## src/hw/arr_pkg.sv

```systemverilog
package arr_pkg;

  // ----------------------------------------------------------------
  // Timing
  // ----------------------------------------------------------------
  localparam int unsigned CLK_HZ      = 125_000_000;
  localparam int unsigned TICK_S      = 1;
  localparam int unsigned CYC_PER_SEC = CLK_HZ * TICK_S;
  localparam logic [5:0]  SEC_LAST    = 6'h3B;
  localparam logic [5:0]  MIN_LAST    = 6'h3B;
  localparam logic [4:0]  HOUR_LAST   = 5'h17;
  localparam int unsigned HIST_DEPTH  = 4;

  // ----------------------------------------------------------------
  // Register map (byte addresses) and fields
  // ----------------------------------------------------------------
  localparam logic [7:0] ADR_CTRL       = 8'h00;
  localparam logic [7:0] ADR_STAT       = 8'h04;
  localparam logic [7:0] ADR_OPTIME     = 8'h08;
  localparam logic [7:0] ADR_OUT        = 8'h0C;
  localparam logic [7:0] ADR_HCODE_BASE = 8'h10;
  localparam logic [7:0] ADR_HTIME_BASE = 8'h20;
  localparam int unsigned CTL_SEL_LSB   = 0;
  localparam int unsigned CTL_SET       = 2;
  localparam int unsigned CTL_OVF       = 3;
  localparam int unsigned CTL_EMP       = 4;
  localparam int unsigned CTL_LIM       = 5;
  localparam int unsigned CTL_DEP       = 6;
  localparam logic [6:0]  CTRL_RST      = 7'h7F;
  localparam int unsigned ST_BURN_LOW   = 0;
  localparam int unsigned ST_ALARM      = 1;
  localparam int unsigned ST_FREEZE     = 2;
  localparam logic [31:0] SPACE4        = 32'h20202020;

  // ----------------------------------------------------------------
  // Alarm codes and output levels (microamps)
  // ----------------------------------------------------------------
  localparam logic [7:0]  CODE_NONE = 8'h00;
  localparam logic [7:0]  CODE_OFF  = 8'h12;
  localparam logic [7:0]  CODE_DIP  = 8'h13;
  localparam logic [7:0]  CODE_WDT  = 8'h1C;
  localparam logic [7:0]  CODE_OVF  = 8'h1E;
  localparam logic [7:0]  CODE_EMP  = 8'h1F;
  localparam logic [7:0]  CODE_DEP  = 8'h21;
  localparam int unsigned PND_DIP   = 0;
  localparam int unsigned PND_WDT   = 1;
  localparam int unsigned PND_OFF   = 2;
  localparam int unsigned PND_OVF   = 3;
  localparam int unsigned PND_EMP   = 4;
  localparam int unsigned PND_DEP   = 5;
  localparam logic [5:0][7:0] PEND_CODES =
    {CODE_DEP, CODE_EMP, CODE_OVF, CODE_OFF, CODE_WDT, CODE_DIP};
  localparam logic [15:0] LVL_LOW     = 16'h0960;
  localparam logic [15:0] LVL_ZERO    = 16'h0FA0;
  localparam logic [15:0] LVL_HIGH    = 16'h5460;
  localparam logic [15:0] LVL_BURN_HI = 16'h61A8;
  localparam logic [15:0] LVL_BURN_LO = 16'h0000;

  // ----------------------------------------------------------------
  // Types
  // ----------------------------------------------------------------
  typedef enum logic [1:0] {
    ASEL_LOW = 2'b00, ASEL_ZERO = 2'b01, ASEL_HOLD = 2'b10, ASEL_HIGH = 2'b11
  } arr_asel_t;
  typedef enum logic [1:0] {
    OM_NORMAL = 2'b00, OM_ALARM = 2'b01, OM_FREEZE = 2'b10, OM_BURN = 2'b11
  } arr_omode_t;
  typedef struct packed {
    logic [15:0] day;
    logic [4:0]  hour;
    logic [5:0]  min;
  } arr_time_t;
  typedef struct packed {
    logic [7:0] code;
    arr_time_t  stamp;
  } arr_rec_t;
  typedef arr_rec_t [HIST_DEPTH-1:0] arr_hist_t;
  typedef struct packed {
    logic setting_err;
    logic overflow;
    logic empty_tube;
    logic deposit;
    logic limit_hit;
    logic limit_term;
    logic limit_en;
  } arr_cond_t;
  typedef struct packed {
    logic [31:0] pre;
    logic [5:0]  sec;
    arr_time_t   t;
  } arr_opt_st_t;
  typedef struct packed {
    arr_hist_t slot;
  } arr_hst_st_t;
  typedef struct packed {
    logic [6:0]  ctrl;
    logic        burn_low;
    logic        strap_done;
    logic        fail;
    arr_omode_t  omode;
    logic [15:0] hold_ua;
    logic [15:0] out_ua;
    logic [31:0] rdata;
    arr_cond_t   cond_q;
    logic        dip_q;
    logic        noise_q;
    logic        off_q;
    logic [5:0]  pend;
  } arr_main_st_t;

  // Time as one word: day, hour, minute fields
  function automatic logic [31:0] time_word(input arr_time_t t);
    return {t.day, 3'h0, t.hour, 2'h0, t.min};
  endfunction

  // Empty slot reads as space characters
  function automatic logic [31:0] hist_word(input arr_rec_t r,
                                            input logic is_time);
    if (r.code == CODE_NONE)
      return SPACE4;
    return is_time ? time_word(r.stamp) : {24'h000000, r.code};
  endfunction

endpackage

```

## src/hw/arr_core.sv

```systemverilog
// Implementation choices: the register addresses and the address-and-strobe port.
`timescale 1ns/1ps
module arr_core
  import arr_pkg::*;
#(
  parameter int unsigned CYC_PER_SEC_P = CYC_PER_SEC
) (
  input  wire logic        sys_clk,
  input  wire logic        rst,
  input  wire logic [7:0]  reg_addr,
  input  wire logic [31:0] reg_wdata,
  input  wire logic        reg_wr,
  input  wire logic        reg_rd,
  output logic      [31:0] reg_rdata,
  input  wire logic        cpu_fail,
  input  wire logic        burnout_low_strap,
  input  wire logic        power_on,
  input  wire logic        power_dip,
  input  wire logic        noise_active,
  input  wire logic        power_off_warn,
  input  wire logic        sys_alarm,
  input  wire logic        sys_evt_valid,
  input  wire logic [7:0]  sys_evt_code,
  input  arr_cond_t        cond,
  input  wire logic [15:0] meas_ua,
  output logic      [15:0] out_ua,
  output logic             alarm_active,
  output logic             burnout_active
);

  // ----------------------------------------------------------------
  // State, submodules and shared wires
  // ----------------------------------------------------------------
  arr_main_st_t st_r;
  arr_main_st_t st_nxt;
  arr_time_t    op_time;
  arr_hist_t    hist;
  arr_asel_t    alarm_current_select;
  logic         setting_alarm_recognize;
  logic         overflow_recognize;
  logic         empty_tube_recognize;
  logic         limit_pair_recognize;
  logic         deposit_recognize;
  logic         alarm_req;
  logic         freeze;
  logic         rec_push;
  logic [7:0]   rec_code;
  logic [5:0]   pend_set;
  logic [5:0]   pend_clr;
  logic         found;

  // Operating means powered and not inside a dropout
  arr_optime #(
    .CYC_PER_SEC_P (CYC_PER_SEC_P)
  ) u_optime (
    .sys_clk (sys_clk),
    .rst     (rst),
    .run     (power_on && !power_dip),
    .op_time (op_time)
  );

  arr_history u_history (
    .sys_clk (sys_clk),
    .rst     (rst),
    .push    (rec_push),
    .code    (rec_code),
    .stamp   (op_time),
    .hist    (hist)
  );

  // Software settings decoded from the control word
  assign alarm_current_select =
    arr_asel_t'(st_r.ctrl[CTL_SEL_LSB +: 2]);
  assign setting_alarm_recognize = st_r.ctrl[CTL_SET];
  assign overflow_recognize      = st_r.ctrl[CTL_OVF];
  assign empty_tube_recognize    = st_r.ctrl[CTL_EMP];
  assign limit_pair_recognize    = st_r.ctrl[CTL_LIM];
  assign deposit_recognize       = st_r.ctrl[CTL_DEP];

  // ----------------------------------------------------------------
  // Alarm recognition
  // ----------------------------------------------------------------
  // System alarms bypass every recognition setting
  always_comb begin
    alarm_req = sys_alarm;
    if (cond.setting_err && setting_alarm_recognize)
      alarm_req = 1'b1;
    if (cond.overflow && overflow_recognize)
      alarm_req = 1'b1;
    if (cond.empty_tube && empty_tube_recognize)
      alarm_req = 1'b1;
    if (cond.deposit && deposit_recognize)
      alarm_req = 1'b1;
    // Limit alarm without a terminal or an enabled limit is inert
    if (cond.limit_hit && limit_pair_recognize && cond.limit_term
        && cond.limit_en)
      alarm_req = 1'b1;
  end

  assign freeze = power_dip || noise_active;

  // ----------------------------------------------------------------
  // Event capture for the history
  // ----------------------------------------------------------------
  // Edges are latched as pending so that events that coincide are
  // written on later cycles rather than dropped
  always_comb begin
    pend_set = 6'h00;
    pend_set[PND_DIP] = power_dip && !st_r.dip_q;
    pend_set[PND_WDT] = !noise_active && st_r.noise_q;
    pend_set[PND_OFF] = power_off_warn && !st_r.off_q;
    pend_set[PND_OVF] = cond.overflow && !st_r.cond_q.overflow
                        && overflow_recognize;
    pend_set[PND_EMP] = cond.empty_tube && !st_r.cond_q.empty_tube
                        && empty_tube_recognize;
    pend_set[PND_DEP] = cond.deposit && !st_r.cond_q.deposit
                        && deposit_recognize;
  end

  // External event first, then the lowest pending index
  always_comb begin
    rec_push = 1'b0;
    rec_code = CODE_NONE;
    pend_clr = 6'h00;
    found    = 1'b0;
    if (sys_evt_valid) begin
      rec_push = 1'b1;
      rec_code = sys_evt_code;
    end else begin
      for (int i = 0; i < 6; i++) begin
        if (!found && st_r.pend[i]) begin
          found       = 1'b1;
          rec_push    = 1'b1;
          rec_code    = PEND_CODES[i];
          pend_clr[i] = 1'b1;
        end
      end
    end
  end

  // ----------------------------------------------------------------
  // Next state: strap, failure, output mode, level, bus
  // ----------------------------------------------------------------
  always_comb begin
    st_nxt = st_r;
    st_nxt.cond_q  = cond;
    st_nxt.dip_q   = power_dip;
    st_nxt.noise_q = noise_active;
    st_nxt.off_q   = power_off_warn;
    // Set wins over clear for a pending edge in the same cycle
    st_nxt.pend    = (st_r.pend & ~pend_clr) | pend_set;

    // Burnout direction sampled once after reset, never written
    if (!st_r.strap_done) begin
      st_nxt.strap_done = 1'b1;
      st_nxt.burn_low   = burnout_low_strap;
    end
    if (cpu_fail)
      st_nxt.fail = 1'b1;

    // Output mode: failure outranks freeze, freeze outranks alarm
    if (st_nxt.fail)
      st_nxt.omode = OM_BURN;
    else if (freeze)
      st_nxt.omode = OM_FREEZE;
    else if (alarm_req)
      st_nxt.omode = OM_ALARM;
    else
      st_nxt.omode = OM_NORMAL;

    // Hold level is the output just before the alarm began
    if (st_nxt.omode == OM_ALARM && st_r.omode != OM_ALARM)
      st_nxt.hold_ua = st_r.out_ua;

    case (st_nxt.omode)
      OM_NORMAL: st_nxt.out_ua = meas_ua;
      OM_ALARM: begin
        case (alarm_current_select)
          ASEL_LOW:  st_nxt.out_ua = LVL_LOW;
          ASEL_ZERO: st_nxt.out_ua = LVL_ZERO;
          ASEL_HOLD: st_nxt.out_ua = st_nxt.hold_ua;
          // Fixed level, not clipped by any output high limit
          ASEL_HIGH: st_nxt.out_ua = LVL_HIGH;
          default:   st_nxt.out_ua = LVL_HIGH;
        endcase
      end
      // Previous value kept; resumes the cycle after the dropout ends
      OM_FREEZE: st_nxt.out_ua = st_r.out_ua;
      OM_BURN: st_nxt.out_ua = st_nxt.burn_low ? LVL_BURN_LO
                                               : LVL_BURN_HI;
      default: st_nxt.out_ua = st_r.out_ua;
    endcase

    // Bus: after a failure nothing is written and reads give zero
    st_nxt.rdata = 32'h0;
    if (!st_r.fail) begin
      if (reg_wr && reg_addr == ADR_CTRL)
        st_nxt.ctrl = reg_wdata[6:0];
      if (reg_rd) begin
        if (reg_addr == ADR_CTRL)
          st_nxt.rdata = {25'h0, st_r.ctrl};
        else if (reg_addr == ADR_STAT)
          st_nxt.rdata = {29'h0, st_r.omode == OM_FREEZE,
                          st_r.omode == OM_ALARM,
                          st_r.burn_low};
        else if (reg_addr == ADR_OPTIME)
          st_nxt.rdata = time_word(op_time);
        else if (reg_addr == ADR_OUT)
          st_nxt.rdata = {16'h0, st_r.out_ua};
        else if (reg_addr[7:4] == ADR_HCODE_BASE[7:4]
                 && reg_addr[1:0] == 2'b00)
          st_nxt.rdata = hist_word(hist[reg_addr[3:2]], 1'b0);
        else if (reg_addr[7:4] == ADR_HTIME_BASE[7:4]
                 && reg_addr[1:0] == 2'b00)
          st_nxt.rdata = hist_word(hist[reg_addr[3:2]], 1'b1);
      end
    end
  end

  // Control word takes its documented default, the rest clears
  always_ff @(posedge sys_clk or posedge rst) begin
    if (rst) begin
      st_r      <= '0;
      st_r.ctrl <= CTRL_RST;
    end else begin
      st_r <= st_nxt;
    end
  end

  assign reg_rdata      = st_r.rdata;
  assign out_ua         = st_r.out_ua;
  assign alarm_active   = (st_r.omode == OM_ALARM);
  assign burnout_active = (st_r.omode == OM_BURN);

  // ----------------------------------------------------------------
  // Checks
  // ----------------------------------------------------------------
  a_fail_silent: assert property (@(posedge sys_clk) disable iff (rst)
    st_r.fail |=> reg_rdata == 32'h0 && $stable(st_r.ctrl))
    else $error("bus answered after failure");
  a_burn_level: assert property (@(posedge sys_clk) disable iff (rst)
    cpu_fail ##1 st_r.strap_done |=> out_ua ==
      (st_r.burn_low ? LVL_BURN_LO : LVL_BURN_HI))
    else $error("burnout level wrong");
  a_burn_fixed: assert property (@(posedge sys_clk) disable iff (rst)
    st_r.strap_done |=> $stable(st_r.burn_low))
    else $error("burnout direction changed");

  // Levels are held against the select in force when the level was
  // loaded, so a control write in mid-alarm is not taken for a miss
  a_alarm_high: assert property (@(posedge sys_clk) disable iff (rst)
    alarm_active && $past(alarm_current_select) == ASEL_HIGH
      |-> out_ua == LVL_HIGH)
    else $error("high alarm level wrong");
  a_alarm_low: assert property (@(posedge sys_clk) disable iff (rst)
    alarm_active && $past(alarm_current_select) == ASEL_LOW
      |-> out_ua == LVL_LOW)
    else $error("low alarm level wrong");
  a_alarm_zero: assert property (@(posedge sys_clk) disable iff (rst)
    alarm_active && $past(alarm_current_select) == ASEL_ZERO
      |-> out_ua == LVL_ZERO)
    else $error("zero alarm level wrong");
  a_alarm_hold: assert property (@(posedge sys_clk) disable iff (rst)
    !alarm_active ##1 alarm_active
      && $past(alarm_current_select) == ASEL_HOLD
      |-> out_ua == $past(out_ua))
    else $error("hold level not onset value");
  a_sys_always: assert property (@(posedge sys_clk) disable iff (rst)
    sys_alarm && !freeze && !cpu_fail && !st_r.fail |=> alarm_active)
    else $error("system alarm not raised");
  a_limit_gate: assert property (@(posedge sys_clk) disable iff (rst)
    !sys_alarm && !cond.setting_err && !cond.overflow
      && !cond.empty_tube && !cond.deposit && !cond.limit_en
      |-> !alarm_req)
    else $error("limit alarm without enabled limit");
  a_limit_term: assert property (@(posedge sys_clk) disable iff (rst)
    !sys_alarm && !cond.setting_err && !cond.overflow
      && !cond.empty_tube && !cond.deposit && !cond.limit_term
      |-> !alarm_req)
    else $error("limit alarm without terminal");
  a_limit_full: assert property (@(posedge sys_clk) disable iff (rst)
    cond.limit_hit && cond.limit_term && cond.limit_en
      && limit_pair_recognize |-> alarm_req)
    else $error("limit alarm not recognized");
  a_freeze_hold: assert property (@(posedge sys_clk) disable iff (rst)
    st_r.omode == OM_FREEZE |-> $stable(out_ua))
    else $error("output moved during dropout");
  a_noise_resume: assert property (
    @(posedge sys_clk) disable iff (rst)
    $fell(noise_active) && !power_dip && !alarm_req && !st_r.fail
      && !cpu_fail |=> st_r.omode == OM_NORMAL
      && out_ua == $past(meas_ua))
    else $error("no return to normal after noise");

  // Recording: recognized edges latch, unrecognized ones leave no trace
  a_ovf_unrec: assert property (@(posedge sys_clk) disable iff (rst)
    cond.overflow && !st_r.cond_q.overflow && !overflow_recognize
      && !st_r.pend[PND_OVF] |=> !st_r.pend[PND_OVF])
    else $error("unrecognized overflow recorded");
  a_emp_unrec: assert property (@(posedge sys_clk) disable iff (rst)
    cond.empty_tube && !st_r.cond_q.empty_tube && !empty_tube_recognize
      && !st_r.pend[PND_EMP] |=> !st_r.pend[PND_EMP])
    else $error("unrecognized empty tube recorded");
  a_dip_record: assert property (@(posedge sys_clk) disable iff (rst)
    power_dip && !st_r.dip_q |=> st_r.pend[PND_DIP])
    else $error("dropout not recorded");
  a_wdt_record: assert property (@(posedge sys_clk) disable iff (rst)
    !noise_active && st_r.noise_q |=> st_r.pend[PND_WDT])
    else $error("noise recovery not recorded");
  a_off_record: assert property (@(posedge sys_clk) disable iff (rst)
    power_off_warn && !st_r.off_q |=> st_r.pend[PND_OFF])
    else $error("power off not recorded");

  // Main scenarios
  c_alarm_hold: cover property (@(posedge sys_clk) disable iff (rst)
    alarm_active && alarm_current_select == ASEL_HOLD);
  c_burnout: cover property (@(posedge sys_clk) disable iff (rst)
    burnout_active);
  c_dip_resume: cover property (@(posedge sys_clk) disable iff (rst)
    st_r.omode == OM_FREEZE ##1 st_r.omode == OM_NORMAL);
  c_noise_resume: cover property (@(posedge sys_clk) disable iff (rst)
    $fell(noise_active) ##1 st_r.omode == OM_NORMAL);

endmodule

```

## src/hw/arr_history.sv

```systemverilog
`timescale 1ns/1ps
module arr_history
  import arr_pkg::*;
(
  input  wire logic       sys_clk,
  input  wire logic       rst,
  input  wire logic       push,
  input  wire logic [7:0] code,
  input  arr_time_t       stamp,
  output arr_hist_t       hist
);

  arr_hst_st_t st_r;
  arr_hst_st_t st_nxt;

  // ----------------------------------------------------------------
  // Recency shift register, slot 0 newest
  // ----------------------------------------------------------------
  // Oldest entry falls off the end; code zero marks an empty slot
  always_comb begin
    st_nxt = st_r;
    if (push) begin
      for (int i = HIST_DEPTH - 1; i > 0; i--) begin
        st_nxt.slot[i] = st_r.slot[i-1];
      end
      st_nxt.slot[0].code  = code;
      st_nxt.slot[0].stamp = stamp;
    end
  end

  always_ff @(posedge sys_clk or posedge rst) begin
    if (rst)
      st_r <= '0;
    else
      st_r <= st_nxt;
  end

  assign hist = st_r.slot;

  a_push_newest: assert property (@(posedge sys_clk) disable iff (rst)
    push |=> st_r.slot[0].code == $past(code)
             && st_r.slot[0].stamp == $past(stamp))
    else $error("newest slot not loaded");
  a_push_shift: assert property (@(posedge sys_clk) disable iff (rst)
    push |=> st_r.slot[3] == $past(st_r.slot[2])
             && st_r.slot[2] == $past(st_r.slot[1])
             && st_r.slot[1] == $past(st_r.slot[0]))
    else $error("history did not shift");
  c_hist_full: cover property (@(posedge sys_clk) disable iff (rst)
    st_r.slot[3].code != CODE_NONE);

endmodule

```

## src/hw/arr_optime.sv

```systemverilog
`timescale 1ns/1ps
module arr_optime
  import arr_pkg::*;
#(
  parameter int unsigned CYC_PER_SEC_P = CYC_PER_SEC
) (
  input  wire logic sys_clk,
  input  wire logic rst,
  input  wire logic run,
  output arr_time_t op_time
);

  arr_opt_st_t st_r;
  arr_opt_st_t st_nxt;

  // ----------------------------------------------------------------
  // Prescaler, seconds, then minute/hour/day roll-over
  // ----------------------------------------------------------------
  // Halts outright when not running, so a power gap adds nothing
  always_comb begin
    st_nxt = st_r;
    if (run) begin
      if (st_r.pre == 32'(CYC_PER_SEC_P - 1)) begin
        st_nxt.pre = 32'h0;
        if (st_r.sec == SEC_LAST) begin
          st_nxt.sec = 6'h0;
          if (st_r.t.min == MIN_LAST) begin
            st_nxt.t.min = 6'h0;
            if (st_r.t.hour == HOUR_LAST) begin
              st_nxt.t.hour = 5'h0;
              st_nxt.t.day  = st_r.t.day + 16'h1;
            end else begin
              st_nxt.t.hour = st_r.t.hour + 5'h1;
            end
          end else begin
            st_nxt.t.min = st_r.t.min + 6'h1;
          end
        end else begin
          st_nxt.sec = st_r.sec + 6'h1;
        end
      end else begin
        st_nxt.pre = st_r.pre + 32'h1;
      end
    end
  end

  always_ff @(posedge sys_clk or posedge rst) begin
    if (rst)
      st_r <= '0;
    else
      st_r <= st_nxt;
  end

  assign op_time = st_r.t;

  a_time_halt: assert property (@(posedge sys_clk) disable iff (rst)
    !run |=> $stable(st_r)) else $error("time moved while halted");
  a_time_fields: assert property (@(posedge sys_clk) disable iff (rst)
    st_r.t.min <= MIN_LAST && st_r.t.hour <= HOUR_LAST)
    else $error("minute or hour out of range");

endmodule

```

## config.mk

```make
export PLATFORM = sky130hd
export DESIGN_NAME = arr_core
export DESIGN_NICKNAME = d
export VERILOG_FILES = /design/src/hw/arr_pkg.sv /design/src/hw/arr_core.sv /design/src/hw/arr_history.sv /design/src/hw/arr_optime.sv
export SDC_FILE = /design/constraint.sdc
export NUM_CORES = 1
export LEC_CHECK = 0
export BUFFER_PORTS_ARGS = -buffer_cell sky130_fd_sc_hd__buf_2
export CORE_MARGIN = 2
export CORE_UTILIZATION = 40
export DETAILED_ROUTE_END_ITERATION = 10
export PLACE_DENSITY = 0.58
export RECOVER_POWER = 100
export SLEW_MARGIN = 20
export SYNTH_ARGS = -nofsm -noshare
export SYNTH_HDL_FRONTEND = slang
export SYNTH_SLANG_ARGS = --single-unit
```

## constraint.sdc

```tcl
create_clock -name sys_clk -period 10.65 [get_ports sys_clk]
set_input_delay 2.6625 -clock sys_clk [delete_from_list [all_inputs] [get_ports sys_clk]]
set_output_delay 2.6625 -clock sys_clk [all_outputs]
set_load 0.005 [all_outputs]
```

# Yosys cells after proc, flatten, opt, wreduce, memory -nomap -nowiden
# Cells that the tools add are included.
dict set report word_totals {
  regBits 293
  inputBits 83
  out_inout_bits 50
  elab_cells 190
}
dict set report classes {
  n_addsub 5
  order_cmp 1
  eq_ne 19
  mux 76
  n_bitwise 4
  n_reduce_logical 49
}
# op count
set ops {}
lappend ops {{32-bit two-way mux} 12}
lappend ops {{35-bit binary-select mux with 2-bit select} 1}
lappend ops {{16-bit case mux with 4 select lines} 1}
lappend ops {{8-bit two-way mux} 6}
lappend ops {{16-bit case mux with 3 select lines} 1}
lappend ops {{1-bit two-way mux} 44}
lappend ops {{35-bit two-way mux} 1}
lappend ops {{32-bit by 1-bit adder with 32-bit output, second input constant} 1}
lappend ops {{32-bit by 27-bit equality test with 1-bit output, second input constant} 1}
lappend ops {{1-bit logical AND} 26}
lappend ops {{6-bit two-way mux} 3}
lappend ops {{16-bit by 1-bit adder with 16-bit output, second input constant} 1}
lappend ops {{8-bit by 4-bit equality test with 1-bit output, second input constant} 2}
lappend ops {{8-bit logical NOT} 2}
lappend ops {{16-bit two-way mux} 1}
lappend ops {{15-bit two-way mux} 1}
lappend ops {{6-bit by 1-bit adder with 6-bit output, second input constant} 2}
lappend ops {{2-bit equality test, second input constant} 6}
lappend ops {{6-bit equality test, second input constant} 2}
lappend ops {{1-bit logical NOT} 12}
lappend ops {{5-bit two-way mux} 2}
lappend ops {{8-bit by 3-bit equality test with 1-bit output, second input constant} 1}
lappend ops {{6-bit AND} 1}
lappend ops {{2-bit by 1-bit equality test with 1-bit output, second input constant} 3}
lappend ops {{other kinds (16)} 21}

# Longest topological paths before layout
# Gate-level depths: netlist of the first run.
dict set report logic_depth {
  word_depth 25
  mapped_depth 9
  mapped_depth_nobuf 7
}

# Hierarchy
# From an unflattened synthesis of the first run, not the netlist that was laid out.
dict set report hier_totals {
  cells_unflattened 1120
  hier_area_um2 14315.0
}
# mod n_inst cells_each area_per_inst_um2 seq_area_each_um2
set by_module_without_submodules {}
lappend by_module_without_submodules {arr_history 1 297 5617.9 3503.4}
lappend by_module_without_submodules {arr_core 1 484 5298.8 2210.9}
lappend by_module_without_submodules {arr_optime 1 339 3398.3 1626.6}

# Worst setup path after synthesis of the first run
# No wires, ideal clock.
dict set report synth_path {
  kind {input port to flip-flop}
  from {input port reg_addr[3]}
  to {register st_r, in the netlist reg_rdata[19]}
  setup_time_ns 0.121
  t_arrival_ns 4.617
  required_time_ns 10.529
  path_slack_ns 5.912
  path_stages 9
  n_path_buf 3
  path_cell_list {clkbuf_1 buf_2 mux4_2 or4_1 nor2_2 nor4b_1 and2_4 buf_6 a22o_1}
}
# element line_no
set synth_rtl {}
lappend synth_rtl {{from (decl)} arr_core.sv:10} ;# input wire logic [7:0] reg_addr,
lappend synth_rtl {{to (signal assigned)} arr_core.sv:226} ;# st_r <= st_nxt;
lappend synth_rtl {{to (decl)} arr_core.sv:34} ;# arr_main_st_t st_r;

==> results of run 1 <==
[worst reg2reg max path: stages, from the launching register on]
cell      delay (ns)
dfrtp_1         0.41
or3_1           0.40
or3_1           0.36
nor3_1          0.43
clkbuf_1        2.16
buf_4           1.08
mux2_2          0.48
[cell usage after synthesis, types with 17 or more instances]
cell      count
xnor2_1      18
a22o_1       20
inv_1        17
xor2_1       24
buf_4        48
nand4_1      20
o21ai_0      49
clkbuf_1     28
mux4_2       36
nor2_1       74
buf_2        21
nand2_1      92
a21oi_1      27
dfrtp_1     286
nand3_1      31
mux2_2      161
[layer usage]
layer / share of wire, % / track usage [%] / routed length, µm / vias to the layer above
li1: - / - / - / 4139
met1: 48 / 24.58 / 14290 / 4550
met2: 47 / 26.33 / 13920 / 161
met3: 4.0 / 2.614 / 1182 / 32
met4: 1.5 / 4.114 / 462 / 0
met5: 0 / 0 / 0 / -
[report_power, final]
group          internal, µW  switching, µW
clock network           635            447
logic                  58.0           74.8
registers              1140           26.3
total                  1840            548
[flip-flops by register name (all words and copies together) (netlist names)]
| register | flops |
|---|---|
| empty_tube_recognize | 1 |
| out_ua | 16 |
| setting_alarm_recognize | 1 |
| limit_pair_recognize | 1 |
| reg_rdata | 32 |
| st_r | 33 |
| deposit_recognize | 1 |
| u_history.hist | 140 |
| overflow_recognize | 1 |
| u_optime.st_r | 38 |
| alarm_current_select | 2 |
| u_optime.op_time | 27 |
[cell type report]
type                       count  share of cell area [%]
timing repair buffer         122                   3.822
sequential                   293                   48.11
multi-input combinational    713                   37.17
clock buffer                  53                   6.438
tap                          448                   3.674
clock inverter                 6                  0.3198
antenna                        1                 0.01640
inverter                      18                  0.4510
[final timing paths]
kind | from | end | slack [ns] | cells after the start
max | reg_addr[2] | reg_rdata[22] | 3.19 | 8
min | st_r[6] | st_r[2] | 0.42 | 1
max reg2reg | st_r[2] | u_history.hist[25] | 5.21 | 6
min reg2reg | st_r[6] | st_r[2] | 0.42 | 1
max in group asynchronous | rst | u_history.hist[43] | 3.82 | 3
min in group asynchronous | rst | u_optime.st_r[50] | 2.42 | 2
[metrics by stage]
stage                     cell area, µm²  hold WS [ns]
after floorplan                    13750        0.3996
after global placement             14350        0.4054
after detailed placement           14350        0.4140
after CTS                          15380        0.4218
after global routing               15260        0.4412
final                              15260        0.4175
[kinds of logic (layout without fill, tap and decap cells)]
logic type	count (synthesis)	in the layout
adder cells (fa/ha/maj)	5	5
flip-flops	293	293
buffers and inverters	122	199
other	1	2
AND/OR/NAND/NOR	308	308
XOR/XNOR	42	42
AO/OA/AOI/OAI	151	151
multiplexers	206	206
==> impl_metrics.toml, run 1 <==
[die]
die_width_um = 189.4
io_pins = 133
initial_core_util_pct = 40.79
num_rows = 67
core_um2 = 33700
die_h_um = 189.4
die_area_um2 = 35860

[power_and_ir_drop]
p_total_uw = 2386
ir_drop_mv = 0.1166
power_density_nw_per_um2 = 156.4
cellLeakagePower_uw = 0.006936

[placed_design]
dp_slack_ns = 4.860
dpl.cell_count = 1594
io_buffers = 107
place.gp.congestion = 0.7691
hpwl_um = 19900

[worst_setup_path]
crit_type = "in -> reg"
path_cells = "buf_2, clkbuf_1, mux4_2, or4_1, nor2_2, nor4b_2, and2_4, a22o_1"
worst_ep_arrival_time_ns = 7.85
critPathBufInv = 2
critPathSlowestCell = "clkbuf_1"
critPathTopFamily = "buffers and inverters"
critPathRequiredTime_ns = 11.04
critPathMaxStageDelay_ns = 2.75
worst-path-max-fanout = 54
cp-start-kind = "input pin"
cp-end-kind = "flip-flop"

[clocking]
post_cts_resized = 0
root_buffer = "clkbuf_16"
htreeDepth = 2
numCtsBuffers = 34
path_clk_slew_ns = 0.06
clkSinkCount = 293
clk_latency_ns = 0.51
clock_tree.buffer_depth = 3
cts.hold.buffers_added = 0
cts_tree = "done"
cts_setup_buffers = 0

[layout]
layout.cells.non_filler = 1654
seqCellArea_um2 = 7341
drive_gt1_share_pct = 29.21
final_common_cell = "dfrtp_1"
nets = 1270
syn_to_final_growth_pct = 11.00
multi_input_area_um2 = 5670
utilization_pct = 45.27
layout_common_cells = "286 x dfrtp_1, 157 x mux2_2, 92 x nand2_1"
fillCellCount = 3154

[worst_hold_path]
min_path_type = "reg -> reg"

[logic_synthesis]
synth_area_per_cell_um2 = 12.19
synth-edff-count = 0
synth-xor-area-share_pct = 2.676
synth_compound_area_share_pct = 7.273
syn_area_um2 = 13750
synth_top_family_by_area = "multiplexers"
synth_largest_area_cell = "dfrtp_1"
synth_mux_area_share_pct = 19.75
synthArstFlopShare_pct = 100.0
synthAdderAreaFrac_pct = 0.4551
synth-simple-area-share_pct = 11.41
yosysWarningCount = 0
syn_nets = 1216
syn_inst = 1128
ys_seq_area_share_pct = 53.40
synth-seq-cells = 293
yosys_most_used_dff = "dfrtp_1"
yosysTopAreaCellShare_pct = 52.07
ys_types = 69
synth.area.top_cells = "dfrtp_1 52%, mux2_2 13%, mux4_2 5.9%, buf_4 2.6%, nand2_1 2.5%"

[routing]
drt_wl_total_um = 29860
first_iter_violations = 546
wire_per_inst_um = 18.05
drtAntennaViolNets = 0
vias = 8882
viasPerCell = 5.370
first_pass_iters = 5
drc = 0

[timing]
post-route-min-period_ns = 7.464
fin_crit_sh_pct = 70.09
finalSetupViolCount = 0
hold_viol = 0
maxSlewHeadroom_pct = -171.6
skew_ns = 0.02086
worst-slew-pin-transition_ns = 4.074
max_freq_ghz = 0.1340
setup-tns-final_ns = 0
setup_ws_ns = 3.186
rsz0062_at_grt = "no"
finalMaxSlewViolations = 313

[global_routing]
grt_first_pass_wirelength_um = 48530
first_global_vias = 8821
overflow = 0
track_usage_pct = 16.82
grt_max_degree = 81
antenna_found_initial = 1

[run_status]
violations = "max-capacitance violations, max-slew violations"
status = "finished with violations"

[job]
maxCapViolCount = 5
No activity file was read; power rests on OpenSTA's default activity.
==> run 2, diff against run 1 <==
==> constraint.sdc (replaced) <==
create_clock -name sys_clk -period 6.75 [get_ports sys_clk]
set_input_delay 1.6875 -clock sys_clk [delete_from_list [all_inputs] [get_ports sys_clk]]
set_output_delay 1.6875 -clock sys_clk [all_outputs]
set_load 0.005 [all_outputs]
==> impl_metrics.toml, run 2 (same netlist as run 1, synthesis figures left out) <==
[run_status]
status = "finished with violations"
violations = "max-capacitance violations, max-slew violations"

[layout]
syn_to_final_growth_pct = 11.73
final_common_cell = "dfrtp_1"
layout_common_cells = "286 x dfrtp_1, 157 x mux2_2, 92 x nand2_1"
utilization_pct = 45.57
fin_area_um2 = 15360
largest_register_ffs = 140
drive_gt1_share_pct = 29.84
nets = 1266
layout.cells.non_filler = 1651
antenna_cells = 0

[power_and_ir_drop]
comb_power_share_pct = 5.3
ir_drop_mv = 0.2196
power_density_nw_per_um2 = 256.0
clkPwrFrac_pct = 47.7
switching_share_pct = 21.90
p_switching_uw = 860.8
p_int_uw = 3071
seqPwrFrac_pct = 47.0
cellLeakagePower_uw = 0.006985

[clocking]
post_cts_resized = 0
cts_tree = "done"
root_buffer = "clkbuf_16"
numCtsBuffers = 31
clock_tree.buffer_depth = 3
path_clk_slew_ns = 0.06
clkSinkCount = 293
cts.hold.buffers_added = 0
htreeDepth = 1
cts_setup_buffers = 0
clk_latency_ns = 0.56

[placed_design]
dp_slack_ns = 1.867
place.gp.congestion = 0.8038
io_buffers = 107
hpwl_um = 19590
placed_cell_area_um2 = 14380
dpl.cell_count = 1593

[worst_setup_path]
r2r-end = "u_history.hist[87]"
ff2ff_path_depth = 5
worst-path-max-fanout = 34
critPathMaxStageDelay_ns = 1.56
cp-startpoint = "reg_addr[2]"
critPathSlowestCell = "clkbuf_1"
critPathMostFrequentCell = "clkbuf_1"
critPathBufInv = 2
crit_type = "in -> reg"
critPathRequiredTime_ns = 7.19
path_cells = "clkbuf_1, mux4_2, or4_1, nor2_2, nor4b_2, clkbuf_1, and2_4, a22o_1"
cp-end-kind = "flip-flop"
critPathTopFamily = "buffers and inverters"
r2r-start = "st_r[2]"
worst_ep_arrival_time_ns = 5.73
rrSetupSlack_ns = 1.96
cp-start-kind = "input pin"

[timing]
skew_ns = 0.02153
post-route-min-period_ns = 5.284
hold_viol = 0
worst-slew-pin-transition_ns = 3.402
setup-tns-final_ns = 0
max_freq_ghz = 0.1893
setup_ws_ns = 1.466
rsz0062_at_grt = "no"
finalMaxSlewViolations = 292
finalSetupViolCount = 0
maxSlewHeadroom_pct = -126.8
fin_crit_sh_pct = 78.28

[global_routing]
grt_first_pass_wirelength_um = 48200
use_met2_pct = 25.98
gr-max-usage-layer = "met2"
overflow = 0
grt_use_met3_pct = 2.484
gr-usage-met1_pct = 24.44
first_global_vias = 8888
antenna_found_initial = 0
grt_max_degree = 174
track_usage_pct = 16.59

[job]
maxCapViolCount = 3

[die]
die_width_um = 189.4
io_pins = 133
initial_core_util_pct = 40.79
num_rows = 67
die_h_um = 189.4
core_um2 = 33700
die_area_um2 = 35860

[routing]
viasPerCell = 5.330
drt_wl_total_um = 29530
wire_per_inst_um = 17.88
vias = 8800
first_pass_iters = 5
drc = 0
first_iter_violations = 670
drtAntennaViolNets = 0

[worst_hold_path]
min_path_type = "reg -> reg"
hold_end = "st_r[0]"
hp-start = "st_r[8]"
holdPathStages = 1
## run 2: cell types whose count changed in the layout (fill, tap and decap cells not counted), moves of 2 or more
| cell | before | now |
|---|---|---|
| buf_2 | 79 | 77 |
| clkbuf_2 | 0 | 2 |
| clkinv_2 | 3 | 10 |
| clkbuf_1 | 49 | 39 |
| buf_4 | 7 | 5 |
| clkbuf_16 | 34 | 31 |
| bufinv_16 | 0 | 7 |
## run 2: worst max-delay path by stage
stage / to / slack, ns / cells after the start
floorplan: out_ua[0] / 1.18 / 1
global placement: reg_rdata[22] / 1.88 / 8
detailed placement: reg_rdata[22] / 1.87 / 8
CTS: reg_rdata[22] / 2.46 / 8
global route: reg_rdata[30] / 1.19 / 8
finish: reg_rdata[22] / 1.47 / 8
## run 2: power groups by stage
stage                     clock [µW]  combinational [µW]  sequential, µW
after global placement             0                 212            1880
after global routing            2000                 237            1850
after CTS                       1930                 215            1850
after detailed placement           0                 215            1880
final                           1880                 210            1850
after floorplan                    0                 159            1860
## run 2: area by class of cell
type                    count  area, µm²
clock buffers              40      869.6
clock inverters            18      269.0
fillers                  3141      18340
inverters                  18      71.32
multi-input cells         713       5659
flip-flops and latches    293       7341
well taps                 448      560.5
repair buffers            121      588.1
## run 2: layer usage
metal	wire [µm]	vias up
met3	1251	40
met1	14130	4465
met5	0	-
met4	607	0
li1	-	4137
met2	13540	158
## run 2: per-stage QoR
stage	power, µW	hold slack [ns]
final	3932	0.4169
after global routing	4093	0.4401
after CTS	3986	0.4260
after detailed placement	2092	0.4181
after global placement	2087	0.4045
after floorplan	2024	0.3996
==> run 3, diff against run 2 <==
--- a/config.mk
+++ b/config.mk
@@ -9,7 +9,7 @@
 export CORE_MARGIN = 2
 export CORE_UTILIZATION = 40
 export DETAILED_ROUTE_END_ITERATION = 10
-export PLACE_DENSITY = 0.58
+export PLACE_DENSITY = 0.56
 export RECOVER_POWER = 100
 export SLEW_MARGIN = 20
 export SYNTH_ARGS = -nofsm -noshare
==> constraint.sdc (replaced) <==
create_clock -name sys_clk -period 5.38 [get_ports sys_clk]
set_input_delay 1.345 -clock sys_clk [delete_from_list [all_inputs] [get_ports sys_clk]]
set_output_delay 1.345 -clock sys_clk [all_outputs]
set_load 0.005 [all_outputs]
==> impl_metrics.toml, run 3 (same netlist as run 1, synthesis figures left out) <==
[run_status]
status = "finished with violations"
violations = "max-capacitance violations, max-slew violations"

[clocking]
path_clk_slew_ns = 0.05
clkSinkCount = 293
root_buffer = "clkbuf_16"
cts_tree = "done"
clk_latency_ns = 0.51
numCtsBuffers = 34
cts.hold.buffers_added = 0
clock_tree.buffer_depth = 3
cts_setup_buffers = 0
htreeDepth = 2
post_cts_resized = 0

[placed_design]
dp_slack_ns = 0.9980
hpwl_um = 20290
io_buffers = 107
place.gp.congestion = 0.7852
placed_cell_area_um2 = 14410

[worst_setup_path]
r2r-start = "st_r[2]"
crit_type = "in -> reg"
r2r-end = "u_history.hist[119]"
ff2ff_path_depth = 5
worst-path-max-fanout = 123
critPathRequiredTime_ns = 5.75
cp-start-kind = "input pin"
rrSetupSlack_ns = 1.07
worst_ep_arrival_time_ns = 4.71
cp-end-kind = "flip-flop"

[timing]
maxSlewHeadroom_pct = -104.5
finalMaxSlewViolations = 372
finalSetupViolCount = 0
max_freq_ghz = 0.2306
setup_ws_ns = 1.043
setup-tns-final_ns = 0
worst-slew-pin-transition_ns = 3.068
hold_viol = 0
fin_crit_sh_pct = 80.62
rsz0062_at_grt = "no"
post-route-min-period_ns = 4.337
skew_ns = 0.02516

[layout]
final_common_cell = "dfrtp_1"
multi_input_area_um2 = 5657
fillCellCount = 3209
syn_to_final_growth_pct = 11.30
fin_area_um2 = 15300
drive_gt1_share_pct = 29.36
layout_common_cells = "286 x dfrtp_1, 156 x mux2_2, 92 x nand2_1"
nets = 1275
seqCellArea_um2 = 7341
largest_register_ffs = 140

[job]
maxCapViolCount = 5

[routing]
drtAntennaViolNets = 0
drc = 0
wire_per_inst_um = 18.07
vias = 8794
drt_wl_total_um = 29960
first_iter_violations = 405
first_pass_iters = 4
viasPerCell = 5.304

[die]
die_h_um = 189.4
io_pins = 133
die_area_um2 = 35860
core_um2 = 33700
initial_core_util_pct = 40.79
die_width_um = 189.4
num_rows = 67

[global_routing]
gr-usage-met1_pct = 24.74
gr-max-usage-layer = "met2"
overflow = 0
grt_use_met3_pct = 3.188
grt_first_pass_wirelength_um = 49540
antenna_found_initial = 0
track_usage_pct = 17.21
first_global_vias = 9028
use_met2_pct = 26.85
grt_max_degree = 124

[worst_hold_path]
hp-start = "st_r[8]"
holdPathStages = 1
hold_end = "st_r[0]"
min_path_type = "reg -> reg"

[power_and_ir_drop]
ir_drop_mv = 0.1965
power_density_nw_per_um2 = 312.6
cellLeakagePower_uw = 0.006952
==> run 3: critical path, stage by stage <==
cell and delay (ns):
clkbuf_1 0.26, nor3_1 0.32, clkbuf_2 2.13, mux2_2 0.48
==> run 3: worst max-delay path by stage <==
stage          slack, ns     startpoint             endpoint  depth (start not counted)
3_3_place_gp        1.01    reg_addr[2]        reg_rdata[30]                          8
5_1_grt             0.78  sys_evt_valid   u_history.hist[81]                          4
3_5_place_dp         1.0    reg_addr[2]        reg_rdata[30]                          8
4_1_cts             1.52    reg_addr[2]        reg_rdata[30]                          8
6_report            1.04  sys_evt_valid  u_history.hist[119]                          4
2_1_floorplan       0.15            rst            out_ua[0]                          1
==> run 3: per-layer routing <==
layer	wire, µm	vias up
li1	-	4150
met1	14560	4481
met2	13780	125
met3	1057	38
met4	562	0
met5	0	-
==> run 3: power breakdown <==
| group | switching (µW) | internal [µW] |
|---|---|---|
| Clock | 881 | 1320 |
| Combinational | 148 | 115 |
| Sequential | 51.3 | 2270 |
| Total | 1080 | 3700 |
==> run 3: cell type report <==
| type | instances | share of cell area, % |
|---|---|---|
| sequential | 293 | 47.98 |
| multi-input combinational | 713 | 36.98 |
| clock buffer | 48 | 6.437 |
| timing repair buffer | 127 | 3.942 |
| tap | 448 | 3.664 |
| clock inverter | 10 | 0.5316 |
| inverter | 18 | 0.4498 |
| antenna | 1 | 0.01636 |
==> run 3: metrics by stage <==
stage | utilization, % | power, µW | hold WS [ns] | instances
after floorplan | - | 2539 | 0.3996 | 1128
after global placement | 42.77 | 2622 | 0.4041 | 1599
after detailed placement | 42.77 | 2629 | 0.4133 | 1599
after CTS | 45.93 | 4856 | 0.4196 | 1657
after global routing | 45.39 | 4991 | 0.4403 | 1657
final | 45.40 | 4782 | 0.4193 | 1658
